### src/inc/sbtrc_pkg.sv
/*
 * Constants for the sixteen-bit reload/capture timer: register offsets,
 * field positions, reset values, mode codes and the cycle-clock divider.
 * Assumes a single 200 MHz clock and an 8-bit register port.
 */
`default_nettype none

package sbtrc_pkg;

    // ==========================================================
    // register port shape
    localparam int SBTRC_ADDR_W = 3;
    localparam int SBTRC_DATA_W = 8;

    // ==========================================================
    // register offsets
    localparam logic [2:0] SBTRC_OFS_CNT_LO  = 3'h0;
    localparam logic [2:0] SBTRC_OFS_CNT_HI  = 3'h1;
    localparam logic [2:0] SBTRC_OFS_RLD_LO  = 3'h2;
    localparam logic [2:0] SBTRC_OFS_RLD_HI  = 3'h3;
    localparam logic [2:0] SBTRC_OFS_CTRL    = 3'h4;
    localparam logic [2:0] SBTRC_OFS_STATUS  = 3'h5;
    localparam logic [2:0] SBTRC_OFS_MASK    = 3'h6;
    localparam logic [2:0] SBTRC_OFS_PIN     = 3'h7;

    // ==========================================================
    // field positions
    localparam int SBTRC_CTRL_MODE_HI = 7;
    localparam int SBTRC_CTRL_MODE_LO = 5;
    localparam int SBTRC_CTRL_RUN     = 4;
    localparam int SBTRC_STAT_UF      = 0;
    localparam int SBTRC_STAT_CAP     = 1;
    localparam int SBTRC_NUM_EVT      = 2;
    localparam int SBTRC_PIN_LEVEL    = 0;
    localparam int SBTRC_PIN_INPUT    = 1;

    // ==========================================================
    // reset values
    localparam logic [15:0] SBTRC_CNT_RST  = 16'h0000;
    localparam logic [15:0] SBTRC_RLD_RST  = 16'h0000;
    localparam logic [2:0]  SBTRC_MODE_RST = 3'h0;
    localparam logic        SBTRC_RUN_RST  = 1'b0;
    localparam logic [1:0]  SBTRC_EVT_RST  = 2'h0;
    localparam logic        SBTRC_PIN_RST  = 1'b0;

    // ==========================================================
    // mode codes
    localparam logic [2:0] SBTRC_MODE_EVT_RISE = 3'h0;
    localparam logic [2:0] SBTRC_MODE_EVT_FALL = 3'h1;
    localparam logic [2:0] SBTRC_MODE_BAD_A    = 3'h2;
    localparam logic [2:0] SBTRC_MODE_BAD_B    = 3'h3;
    localparam logic [2:0] SBTRC_MODE_TIMER    = 3'h4;
    localparam logic [2:0] SBTRC_MODE_TOGGLE   = 3'h5;
    localparam logic [2:0] SBTRC_MODE_CAP_RISE = 3'h6;
    localparam logic [2:0] SBTRC_MODE_CAP_FALL = 3'h7;

    // ==========================================================
    // instruction cycle clock
    localparam int SBTRC_OSC_PERIOD_NS = 5;
    localparam int SBTRC_TC_DIV        = 10;
    localparam int SBTRC_TC_PERIOD_NS  = SBTRC_TC_DIV * SBTRC_OSC_PERIOD_NS;
    localparam int SBTRC_TC_CYCLES     =
        SBTRC_TC_PERIOD_NS / SBTRC_OSC_PERIOD_NS;
    localparam logic [3:0] SBTRC_TC_LAST   = 4'(SBTRC_TC_CYCLES - 1);
    localparam logic [3:0] SBTRC_PRESC_RST = 4'h0;

endpackage

`default_nettype wire

### src/verilog/sbtrc_timer.sv
/*
 * Sixteen-bit down counter with a reload/capture register, a divide-by-ten
 * cycle prescaler, a timer pin that may be driven, and a masked interrupt.
 * Assumes the register master and the pin are synchronous to clk.
 */
// The address map and the strobed register port were decided locally.
`default_nettype none

// Notes on behaviour
// RQ1: counter and reload register as byte halves
// RQ2: control bits 7..5 choose mode; 010/011 barred
// RQ3: run bit starts and stops the counter
// RQ4: timer modes count cycles, reload on underflow
// RQ5: underflow raises interrupt in reload modes
// RQ6: mode 101 inverts the pin on underflow
// RQ7: event mode counts chosen pin edge, reloads
// RQ8: capture mode copies counter on pin edge
// RQ9: capture edge choice; interrupt on that edge
// RQ10: software presets pin high and both times
// RQ11: software alternates on/off times per interrupt
// RQ12: cycle clock is oscillator divided by ten
// RQ13: stopped counter holds; no events happen
module sbtrc_timer
    import sbtrc_pkg::*;
(
    // clock, reset, enable
    input  wire logic        clk,
    input  wire logic        rst_b,
    input  wire logic        ce,
    // register port
    input  wire logic [2:0]  addr,
    input  wire logic [7:0]  wr_data,
    input  wire logic        wr_stb,
    input  wire logic        rd_stb,
    output var  logic [7:0]  rd_data,
    // timer pin
    input  wire logic        timer_io_pin_in,
    output var  logic        timer_io_pin_out,
    output var  logic        timer_io_pin_oe_b,
    // interrupt
    output var  logic        irq
);

    // ==========================================================
    // decode helpers
    function automatic logic is_tc_mode(input logic [2:0] m);
        return m[2];
    endfunction

    function automatic logic is_cap_mode(input logic [2:0] m);
        return m[2] & m[1];
    endfunction

    function automatic logic edge_hit(input logic [2:0] m,
                                      input logic       rise,
                                      input logic       fall);
        return m[0] ? fall : rise;
    endfunction

    function automatic logic reg_wr(input logic [2:0] a,
                                    input logic       stb,
                                    input logic [2:0] ofs);
        return stb && (a == ofs);
    endfunction

    // ==========================================================
    // state
    logic [3:0]  presc;
    logic [3:0]  next_presc;
    logic        pin_prev;
    logic        next_pin_prev;
    logic [15:0] main_down_counter;
    logic [15:0] next_main_down_counter;
    logic [15:0] reload_capture_reg;
    logic [15:0] next_reload_capture_reg;
    logic [2:0]  mode;
    logic [2:0]  next_mode;
    logic        counter_run_bit;
    logic        next_counter_run_bit;
    logic [1:0]  evt_status;
    logic [1:0]  next_evt_status;
    logic [1:0]  evt_mask;
    logic [1:0]  next_evt_mask;
    logic        pin_level;
    logic        next_pin_level;
    logic        next_pin_oe_b;
    logic        next_irq;
    logic [7:0]  next_rd_data;

    logic        tick;
    logic        rise;
    logic        fall;
    logic        dec_en;
    logic        uf_ev;
    logic        cap_ev;
    logic        cnt_wr;
    logic [1:0]  evt_set;
    logic [7:0]  primary_control_reg;

    assign primary_control_reg = {mode, counter_run_bit, 4'h0};

    // ==========================================================
    // cycle prescaler and pin edges
    always_comb begin
        tick          = (presc == SBTRC_TC_LAST);
        next_presc    = tick ? SBTRC_PRESC_RST : presc + 4'h1;   // RQ12
        next_pin_prev = timer_io_pin_in;
        rise          = timer_io_pin_in & ~pin_prev;
        fall          = ~timer_io_pin_in & pin_prev;
    end

    always_ff @(posedge clk) begin
        if (!rst_b) begin
            presc    <= SBTRC_PRESC_RST;
            pin_prev <= SBTRC_PIN_RST;
        end else if (ce) begin
            presc    <= next_presc;
            pin_prev <= next_pin_prev;
        end
    end

    // ==========================================================
    // counter, reload/capture register, control
    always_comb begin
        // a stopped counter sees no tick, edge or event
        if (!counter_run_bit) begin
            dec_en = 1'b0;                                       // RQ13
        end else if (is_tc_mode(mode)) begin
            dec_en = tick;                                       // RQ4
        end else begin
            dec_en = edge_hit(mode, rise, fall);                 // RQ7
        end
        // capture mode wraps freely instead of reloading
        uf_ev  = dec_en && !is_cap_mode(mode)
                 && (main_down_counter == 16'h0000);
        cap_ev = counter_run_bit && is_cap_mode(mode)
                 && edge_hit(mode, rise, fall);                  // RQ9
        cnt_wr = reg_wr(addr, wr_stb, SBTRC_OFS_CNT_LO)
                 || reg_wr(addr, wr_stb, SBTRC_OFS_CNT_HI);

        next_main_down_counter = main_down_counter;
        if (reg_wr(addr, wr_stb, SBTRC_OFS_CNT_LO)) begin
            next_main_down_counter[7:0] = wr_data;               // RQ1
        end else if (reg_wr(addr, wr_stb, SBTRC_OFS_CNT_HI)) begin
            next_main_down_counter[15:8] = wr_data;              // RQ1
        end else if (uf_ev) begin
            next_main_down_counter = reload_capture_reg;         // RQ4
        end else if (dec_en) begin
            next_main_down_counter = main_down_counter - 16'h0001;
        end

        // a capture beats a software write in the same cycle
        next_reload_capture_reg = reload_capture_reg;
        if (cap_ev) begin
            next_reload_capture_reg = main_down_counter;         // RQ8
        end else if (reg_wr(addr, wr_stb, SBTRC_OFS_RLD_LO)) begin
            next_reload_capture_reg[7:0] = wr_data;              // RQ1
        end else if (reg_wr(addr, wr_stb, SBTRC_OFS_RLD_HI)) begin
            next_reload_capture_reg[15:8] = wr_data;             // RQ1
        end

        next_mode            = mode;
        next_counter_run_bit = counter_run_bit;
        if (reg_wr(addr, wr_stb, SBTRC_OFS_CTRL)) begin
            next_counter_run_bit = wr_data[SBTRC_CTRL_RUN];      // RQ3
            // barred codes leave the old mode in place
            if (wr_data[SBTRC_CTRL_MODE_HI:SBTRC_CTRL_MODE_LO]
                    != SBTRC_MODE_BAD_A
                && wr_data[SBTRC_CTRL_MODE_HI:SBTRC_CTRL_MODE_LO]
                    != SBTRC_MODE_BAD_B) begin
                next_mode =
                    wr_data[SBTRC_CTRL_MODE_HI:SBTRC_CTRL_MODE_LO]; // RQ2
            end
        end

        // underflow toggle beats a software write of the level
        next_pin_level = pin_level;
        if (uf_ev && mode == SBTRC_MODE_TOGGLE) begin
            next_pin_level = ~pin_level;                         // RQ6
        end else if (reg_wr(addr, wr_stb, SBTRC_OFS_PIN)) begin
            next_pin_level = wr_data[SBTRC_PIN_LEVEL];           // RQ10
        end
        next_pin_oe_b = (next_mode != SBTRC_MODE_TOGGLE);
    end

    always_ff @(posedge clk) begin
        if (!rst_b) begin
            main_down_counter  <= SBTRC_CNT_RST;
            reload_capture_reg <= SBTRC_RLD_RST;
            mode               <= SBTRC_MODE_RST;
            counter_run_bit    <= SBTRC_RUN_RST;
            pin_level          <= SBTRC_PIN_RST;
            timer_io_pin_out   <= SBTRC_PIN_RST;
            timer_io_pin_oe_b  <= 1'b1;
        end else if (ce) begin
            main_down_counter  <= next_main_down_counter;
            reload_capture_reg <= next_reload_capture_reg;
            mode               <= next_mode;
            counter_run_bit    <= next_counter_run_bit;
            pin_level          <= next_pin_level;
            timer_io_pin_out   <= next_pin_level;
            timer_io_pin_oe_b  <= next_pin_oe_b;
        end
    end

    // ==========================================================
    // interrupt status, mask and output
    assign evt_set[SBTRC_STAT_UF]  = uf_ev;                      // RQ5
    assign evt_set[SBTRC_STAT_CAP] = cap_ev;                     // RQ9

    // a new event in the clearing cycle keeps its bit set
    genvar gi;
    generate
        for (gi = 0; gi < SBTRC_NUM_EVT; gi++) begin : g_evt
            assign next_evt_status[gi] = evt_set[gi]
                || (evt_status[gi]
                    && !(reg_wr(addr, wr_stb, SBTRC_OFS_STATUS)
                         && wr_data[gi]));
        end
    endgenerate

    always_comb begin
        next_evt_mask = evt_mask;
        if (reg_wr(addr, wr_stb, SBTRC_OFS_MASK)) begin
            next_evt_mask = wr_data[1:0];
        end
        next_irq = |(next_evt_status & next_evt_mask);
    end

    always_ff @(posedge clk) begin
        if (!rst_b) begin
            evt_status <= SBTRC_EVT_RST;
            evt_mask   <= SBTRC_EVT_RST;
            irq        <= 1'b0;
        end else if (ce) begin
            evt_status <= next_evt_status;
            evt_mask   <= next_evt_mask;
            irq        <= next_irq;
        end
    end

    // ==========================================================
    // read port: data valid for one cycle after the strobe
    always_comb begin
        next_rd_data = 8'h00;
        if (rd_stb) begin
            if (addr == SBTRC_OFS_CNT_LO) begin
                next_rd_data = main_down_counter[7:0];           // RQ1
            end else if (addr == SBTRC_OFS_CNT_HI) begin
                next_rd_data = main_down_counter[15:8];
            end else if (addr == SBTRC_OFS_RLD_LO) begin
                next_rd_data = reload_capture_reg[7:0];
            end else if (addr == SBTRC_OFS_RLD_HI) begin
                next_rd_data = reload_capture_reg[15:8];
            end else if (addr == SBTRC_OFS_CTRL) begin
                next_rd_data = primary_control_reg;
            end else if (addr == SBTRC_OFS_STATUS) begin
                next_rd_data = {6'h00, evt_status};
            end else if (addr == SBTRC_OFS_MASK) begin
                next_rd_data = {6'h00, evt_mask};
            end else begin
                next_rd_data = {6'h00, timer_io_pin_in, pin_level};
            end
        end
    end

    always_ff @(posedge clk) begin
        if (!rst_b) begin
            rd_data <= 8'h00;
        end else if (ce) begin
            rd_data <= next_rd_data;
        end
    end
endmodule // sbtrc_timer

`default_nettype wire

### config.mk
export PLATFORM = sky130hd
export DESIGN_NAME = sbtrc_timer
export DESIGN_NICKNAME = d
export VERILOG_FILES = /design/src/inc/sbtrc_pkg.sv /design/src/verilog/sbtrc_timer.sv
export SDC_FILE = /design/constraint.sdc
export NUM_CORES = 1
export LEC_CHECK = 0
export ABC_AREA = 1
export BUFFER_PORTS_ARGS = -buffer_cell sky130_fd_sc_hd__buf_2
export CORE_MARGIN = 5
export CORE_UTILIZATION = 60
export DETAILED_ROUTE_END_ITERATION = 7
export GPL_TIMING_DRIVEN = 0
export PLACE_DENSITY = 0.8
export SLEW_MARGIN = 10
export SYNTH_ARGS = -nofsm -noshare
export SYNTH_HDL_FRONTEND = slang
export SYNTH_SLANG_ARGS = --single-unit
### constraint.sdc
create_clock -name clk -period 2.81 [get_ports clk]
set_input_delay 0.1405 -clock clk [delete_from_list [all_inputs] [get_ports clk]]
set_output_delay 0.1405 -clock clk [all_outputs]
set_load 0.02 [all_outputs]
== After elaboration in Yosys (flattened, before gate mapping) ==
Index checks and enable logic that the tools add are counted.
W data, S select, Z words.

* Register bits: 56
* Bits in latches: 0
* Bits in writable memories: 0
* ROM bits: 0
* Input bits: 17
* Logic and storage cells: 101
* Memories kept: 0

* Add/sub/neg operators: 2
* Multipliers: 0
* Div/mod/pow operators: 0
* Order comparisons: 0
* Eq/ne operators: 14
* Shift-type cells: 0
* Multiplexer cells: 26
* Bitwise gates (word level): 8
* Reductions and logical operators: 37

{| class="wikitable"
|+ Operator list
! operator !! number
|-
| $mux W8 || 12
|-
| $mux W16 || 3
|-
| $logic_and A1 B1 Y1 || 18
|-
| $logic_not A16 Y1 || 1
|-
| $sub A16 B1 Y16 const B || 1
|-
| $eq A3 B3 Y1 const B || 5
|-
| $reduce_and A3 Y1 || 3
|-
| $eq A3 B2 Y1 const B || 2
|-
| $mux W2 || 3
|-
| $mux W3 || 2
|-
| $ne A3 B2 Y1 const B || 2
|-
| $reduce_and A2 Y1 || 3
|-
| $reduce_bool A2 Y1 || 3
|-
| $reduce_bool A3 Y1 || 2
|-
| $mux W1 || 5
|-
| $add A4 B1 Y4 const B || 1
|-
| $eq A4 B4 Y1 const B || 1
|-
| $mux W4 || 1
|-
| $ne A2 B2 Y1 const B || 2
|-
| $not A1 Y1 || 4
|-
| $and A1 B1 Y1 || 3
|-
| $eq A3 B1 Y1 const B || 1
|-
| $logic_not A1 Y1 || 3
|-
| $logic_not A3 Y1 || 1
|-
| other kinds (4) || 5
|}

== Longest topological paths before layout ==
* Depth after elaboration: 10
* Mapped depth: 12

== Least setup slack after synthesis ==
OpenSTA, ideal clock, no wires.

* Kind: register to register
* Start point: register main_down_counter[0]
* End point: register main_down_counter[3]
* Setup time: 0.122 ns
* Arrival: 1.386 ns
* Data required time: 2.688 ns
* Setup slack: 1.302 ns
* Stages on the path, launching flop included: 11
* Cells stage by stage: dfxtp_1 > inv_1 > ha_1 > nand2_1 > nor2_1 > nand3_1 > nor2_4 > nand2_4 > buf_6 > o211ai_1 > a21oi_1

* Cells in the longest elaborated chain, start to end: 5
* Elaborated cells on any way between the ends: 9

{| class="wikitable"
|+ RTL lines
! element !! RTL line !! text
|-
| start, declared || sbtrc_timer.sv:72 || <nowiki>logic [15:0] main_down_counter;</nowiki>
|-
| start signal, assigned || sbtrc_timer.sv:196 || <nowiki>main_down_counter <= next_main_down_counter;</nowiki>
|-
| $sub A16 B1 Y16 or $logic_not A16 Y1 (tied branches) || sbtrc_timer.sv:149, sbtrc_timer.sv:135 ||
|-
| $mux W16 or $logic_and A1 B1 Y1 (tied branches) || sbtrc_timer.sv:148, sbtrc_timer.sv:135 ||
|-
| $mux W16 || sbtrc_timer.sv:146 || <nowiki>end else if (uf_ev) begin</nowiki>
|-
| $mux W8 || sbtrc_timer.sv:144 || <nowiki>end else if (reg_wr(addr, wr_stb, SBTRC_OFS_CNT_HI)) begin</nowiki>
|-
| $mux W8 || sbtrc_timer.sv:142 || <nowiki>if (reg_wr(addr, wr_stb, SBTRC_OFS_CNT_LO)) begin</nowiki>
|}

Several ways; a longest one is shown, not always the timed one. The select of a mux whose other input is x is not followed.
A chain may end at the register's enable or synchronous reset.

== Worst setup path in the final report ==
* Start point: register main_down_counter[0]
* End point: register main_down_counter[6]

Same word-level chain as after synthesis.

==> run_results.csv <==
group,metric,value,unit
global_route,grt.total_usage,0.308,
sta,setup_viol,0,
cells_and_area,drive_gt1_frac,0.149,
cells_and_area,finalNonFillerCells,679,
global_route,grt_max_degree,18,
clocking,ctsHoldBuffers,0,
synth,synth.most_common_cell,"nand2_1",
pwr,peakVddDrop,249,uV
sta,grt_setup_unrepaired,"no",
cells_and_area,final.fill_count,547,
detailed_routing,drc,0,
sta,fin_tns_setup,0,ps
sta,hold_viol_final,0,
synth,netlist_instances,571,
cells_and_area,fin_util,0.678,
floorplan,dieArea,7840,um^2
setup_path,path_buf_inv,1,
sta,period_needed,1930,ps
detailed_routing,vias_per_cell,5.87,
synth,netlist_area,3700,um^2
setup_path,cp.arrival,2180,ps
setup_path,max_stage_delay,360,ps
clocking,cts_tree,"built",
setup_path,endpoint_kind,"flop",
setup_path,r2r_start,"main_down_counter[0]",
clocking,cts-resized-gates,0,
synth,synth_warnings,0,
detailed_routing,dr.pass1.iters,5,
sta,drv_slew,0,
clocking,htreeDepth,2,
setup_path,cp-start-kind,"flop",
sta,fmax,519,MHz
floorplan,die_width,88.5,um
setup_path,reg2reg_to,"main_down_counter[6]",
sta,relSlewSlack,0.573,
setup_path,crit_start,"main_down_counter[0]",
synth,yosys.area.top_type_share,0.303,
synth,synth-seq-cells,56,
placement,gp_congestion,1.10,
setup_path,crit_chain,"inv_1 > ha_1 > nand2_1 > nor2_1 > nand3_1 > nor2_4 > nand2_4 > o21ai_0 > nand2_1 > a21oi_1",
sta,skew,10.9,ps
global_route,grt_pass1_wl,18500,um
hold_path,hp-class,"input port to flop",
cells_and_area,synthToLayoutAreaGrowth,9.20,%
global_route,antenna_found_initial,0,
setup_path,crit_path_frequent_cell,"nand2_1",
clocking,clock_latency,320,ps
setup_path,cp-endpoint,"main_down_counter[6]",
synth,yosysTopAreaCell,"dfxtp_1",
clocking,cts_made_buffers,5,
clocking,post_cts_buffers,0,
detailed_routing,ant_nets,0,
detailed_routing,wl,11500,um
sta,min_period_over_period,0.686,
cells_and_area,diodes,0,
hold_path,min-delay-start,"timer_io_pin_in",
cells_and_area,postLayoutCellArea,4040,um^2
synth,synth_ff_type,"dfxtp_1",
synth,async_flop_share,0,
placement,pre_cts_ws,1000,ps
clocking,cts_max_path_buffers,2,
synth,synth_edf_count,0,
cells_and_area,nets,622,
setup_path,worst-setup-path-type,"flop to flop",
placement,hpwlAfterDp,8740,um
clocking,clock_sink_count,56,
detailed_routing,wl_per_cell,17.0,um
floorplan,rows,28,
floorplan,core_area,5960,um^2
synth,synth_area_per_cell,6.48,um^2
synth,synth_common_cells,"145 x nand2_1, 68 x a21oi_1, 68 x inv_1",
setup_path,slowest_stage,"dfxtp_1",
placement,portBuffers,25,
pwr,leakage,1.91,nW
synth,ys_types,41,
setup_path,cp.depth,10,
synth,syn_nets,590,
global_route,grt_overflow_total,0,
sta,max_slew.worst_pin.slew,641,ps
sta,layout_setup_ws,883,ps
clocking,root_buffer,"clkbuf_8",
synth,synthTopCellsByArea,"dfxtp_1 30%, nand2_1 15%, a21oi_1 9.2%",
setup_path,reg2reg_depth,10,
run,cap_violations,0,
synth,yosysSeqAreaShare,0.303,
setup_path,path_max_fanout,10,
floorplan,fp.dieH,88.5,um
setup_path,worst_ep_required_time,3060,ps
detailed_routing,drt_iter0_drc,484,
setup_path,ff2ff_setup_slack,880,ps
floorplan,initial_core_util,0.621,
placement,placed_area,3920,um^2
setup_path,path_delay_family,"simple AND/OR/NAND/NOR gates",
run_status,status,"finished clean",
global_route,grt_pass1_vias,3676,
floorplan,ios,28,
detailed_routing,vias,3983,
placement,place_inst,671,
pwr,power-per-cell-area,455,nW/um^2
clocking,path_clk_slew,110,ps
==> stage by stage <==
stage          hold WS [ps]  power, mW
6_report                114       1.84
4_1_cts                 117       1.82
2_1_floorplan           293       1.16
3_3_place_gp            447       1.26
3_5_place_dp            454       1.26
5_1_grt                 137       1.92
==> power by group <==
group / switching (mW) / internal [mW]
sequential: 0.0259 / 0.819
combinational: 0.278 / 0.137
clock: 0.285 / 0.292
==> worst min-delay path by stage <==
stage,cells after the start,slack (ps),end
floorplan,2,290,pin_prev
global placement,3,450,pin_prev
CTS,3,120,pin_prev
finish,3,110,pin_prev
global route,3,140,pin_prev
detailed placement,3,450,pin_prev
==> per-layer routing <==
metal | global-route usage | vias up | wire length, um
met5 | 0 | - | 0
li1 | - | 1941 | -
met2 | 0.476 | 231 | 4860
met4 | 0.110 | 0 | 438
met1 | 0.434 | 1771 | 4990
met3 | 0.0493 | 40 | 1240
==> cells by family after synthesis <==
group,count (synthesis),share of synthesized area
buffers and inverters,95,0.110
muxes,1,0.00271
DFF,56,0.303
adders and majority gates,2,0.00676
xor gates and xnor gates,8,0.0189
AOI/OAI and AO/OA,149,0.229
and+or+nand+nor,260,0.330
==> placed cells by master (no fill, tap or decap), types with 2 or more instances in the layout <==
cell type / instances
clkbuf_8: 6
dfxtp_1: 56
nand2_1: 145
o211ai_2: 2
nand4_1: 5
o2111ai_1: 4
nand3_1: 34
ha_1: 2
inv_2: 7
a31oi_1: 2
nor3_1: 3
clkbuf_1: 7
o221ai_1: 2
xor2_1: 7
nor2_2: 8
nand2_4: 4
nor2_1: 41
nand2_2: 8
clkinv_1: 2
o21ai_1: 10
buf_2: 29
buf_6: 6
o21ai_0: 46
a21oi_1: 68
a21oi_2: 2
nand3_4: 3
nor2_4: 6
inv_1: 68
o211ai_1: 6
==> tightest hold or removal path: stages <==
cell	delay [ps]
buf_2	130
inv_1	70
a21oi_1	60
==> area by class of cell <==
type                            instances  area, um^2  share of cell area
Buffer                                 18         119              0.0294
Clock buffer                            6        82.6              0.0204
Multi-Input combinational cell        420        2170               0.537
Tap cell                               75        93.8              0.0232
Inverter                               77         289              0.0715
Timing Repair Buffer                   25         125              0.0310
Clock inverter                          2        38.8             0.00960
Sequential cell                        56        1120               0.277
Note: power is estimated with default switching activity, not from simulation.
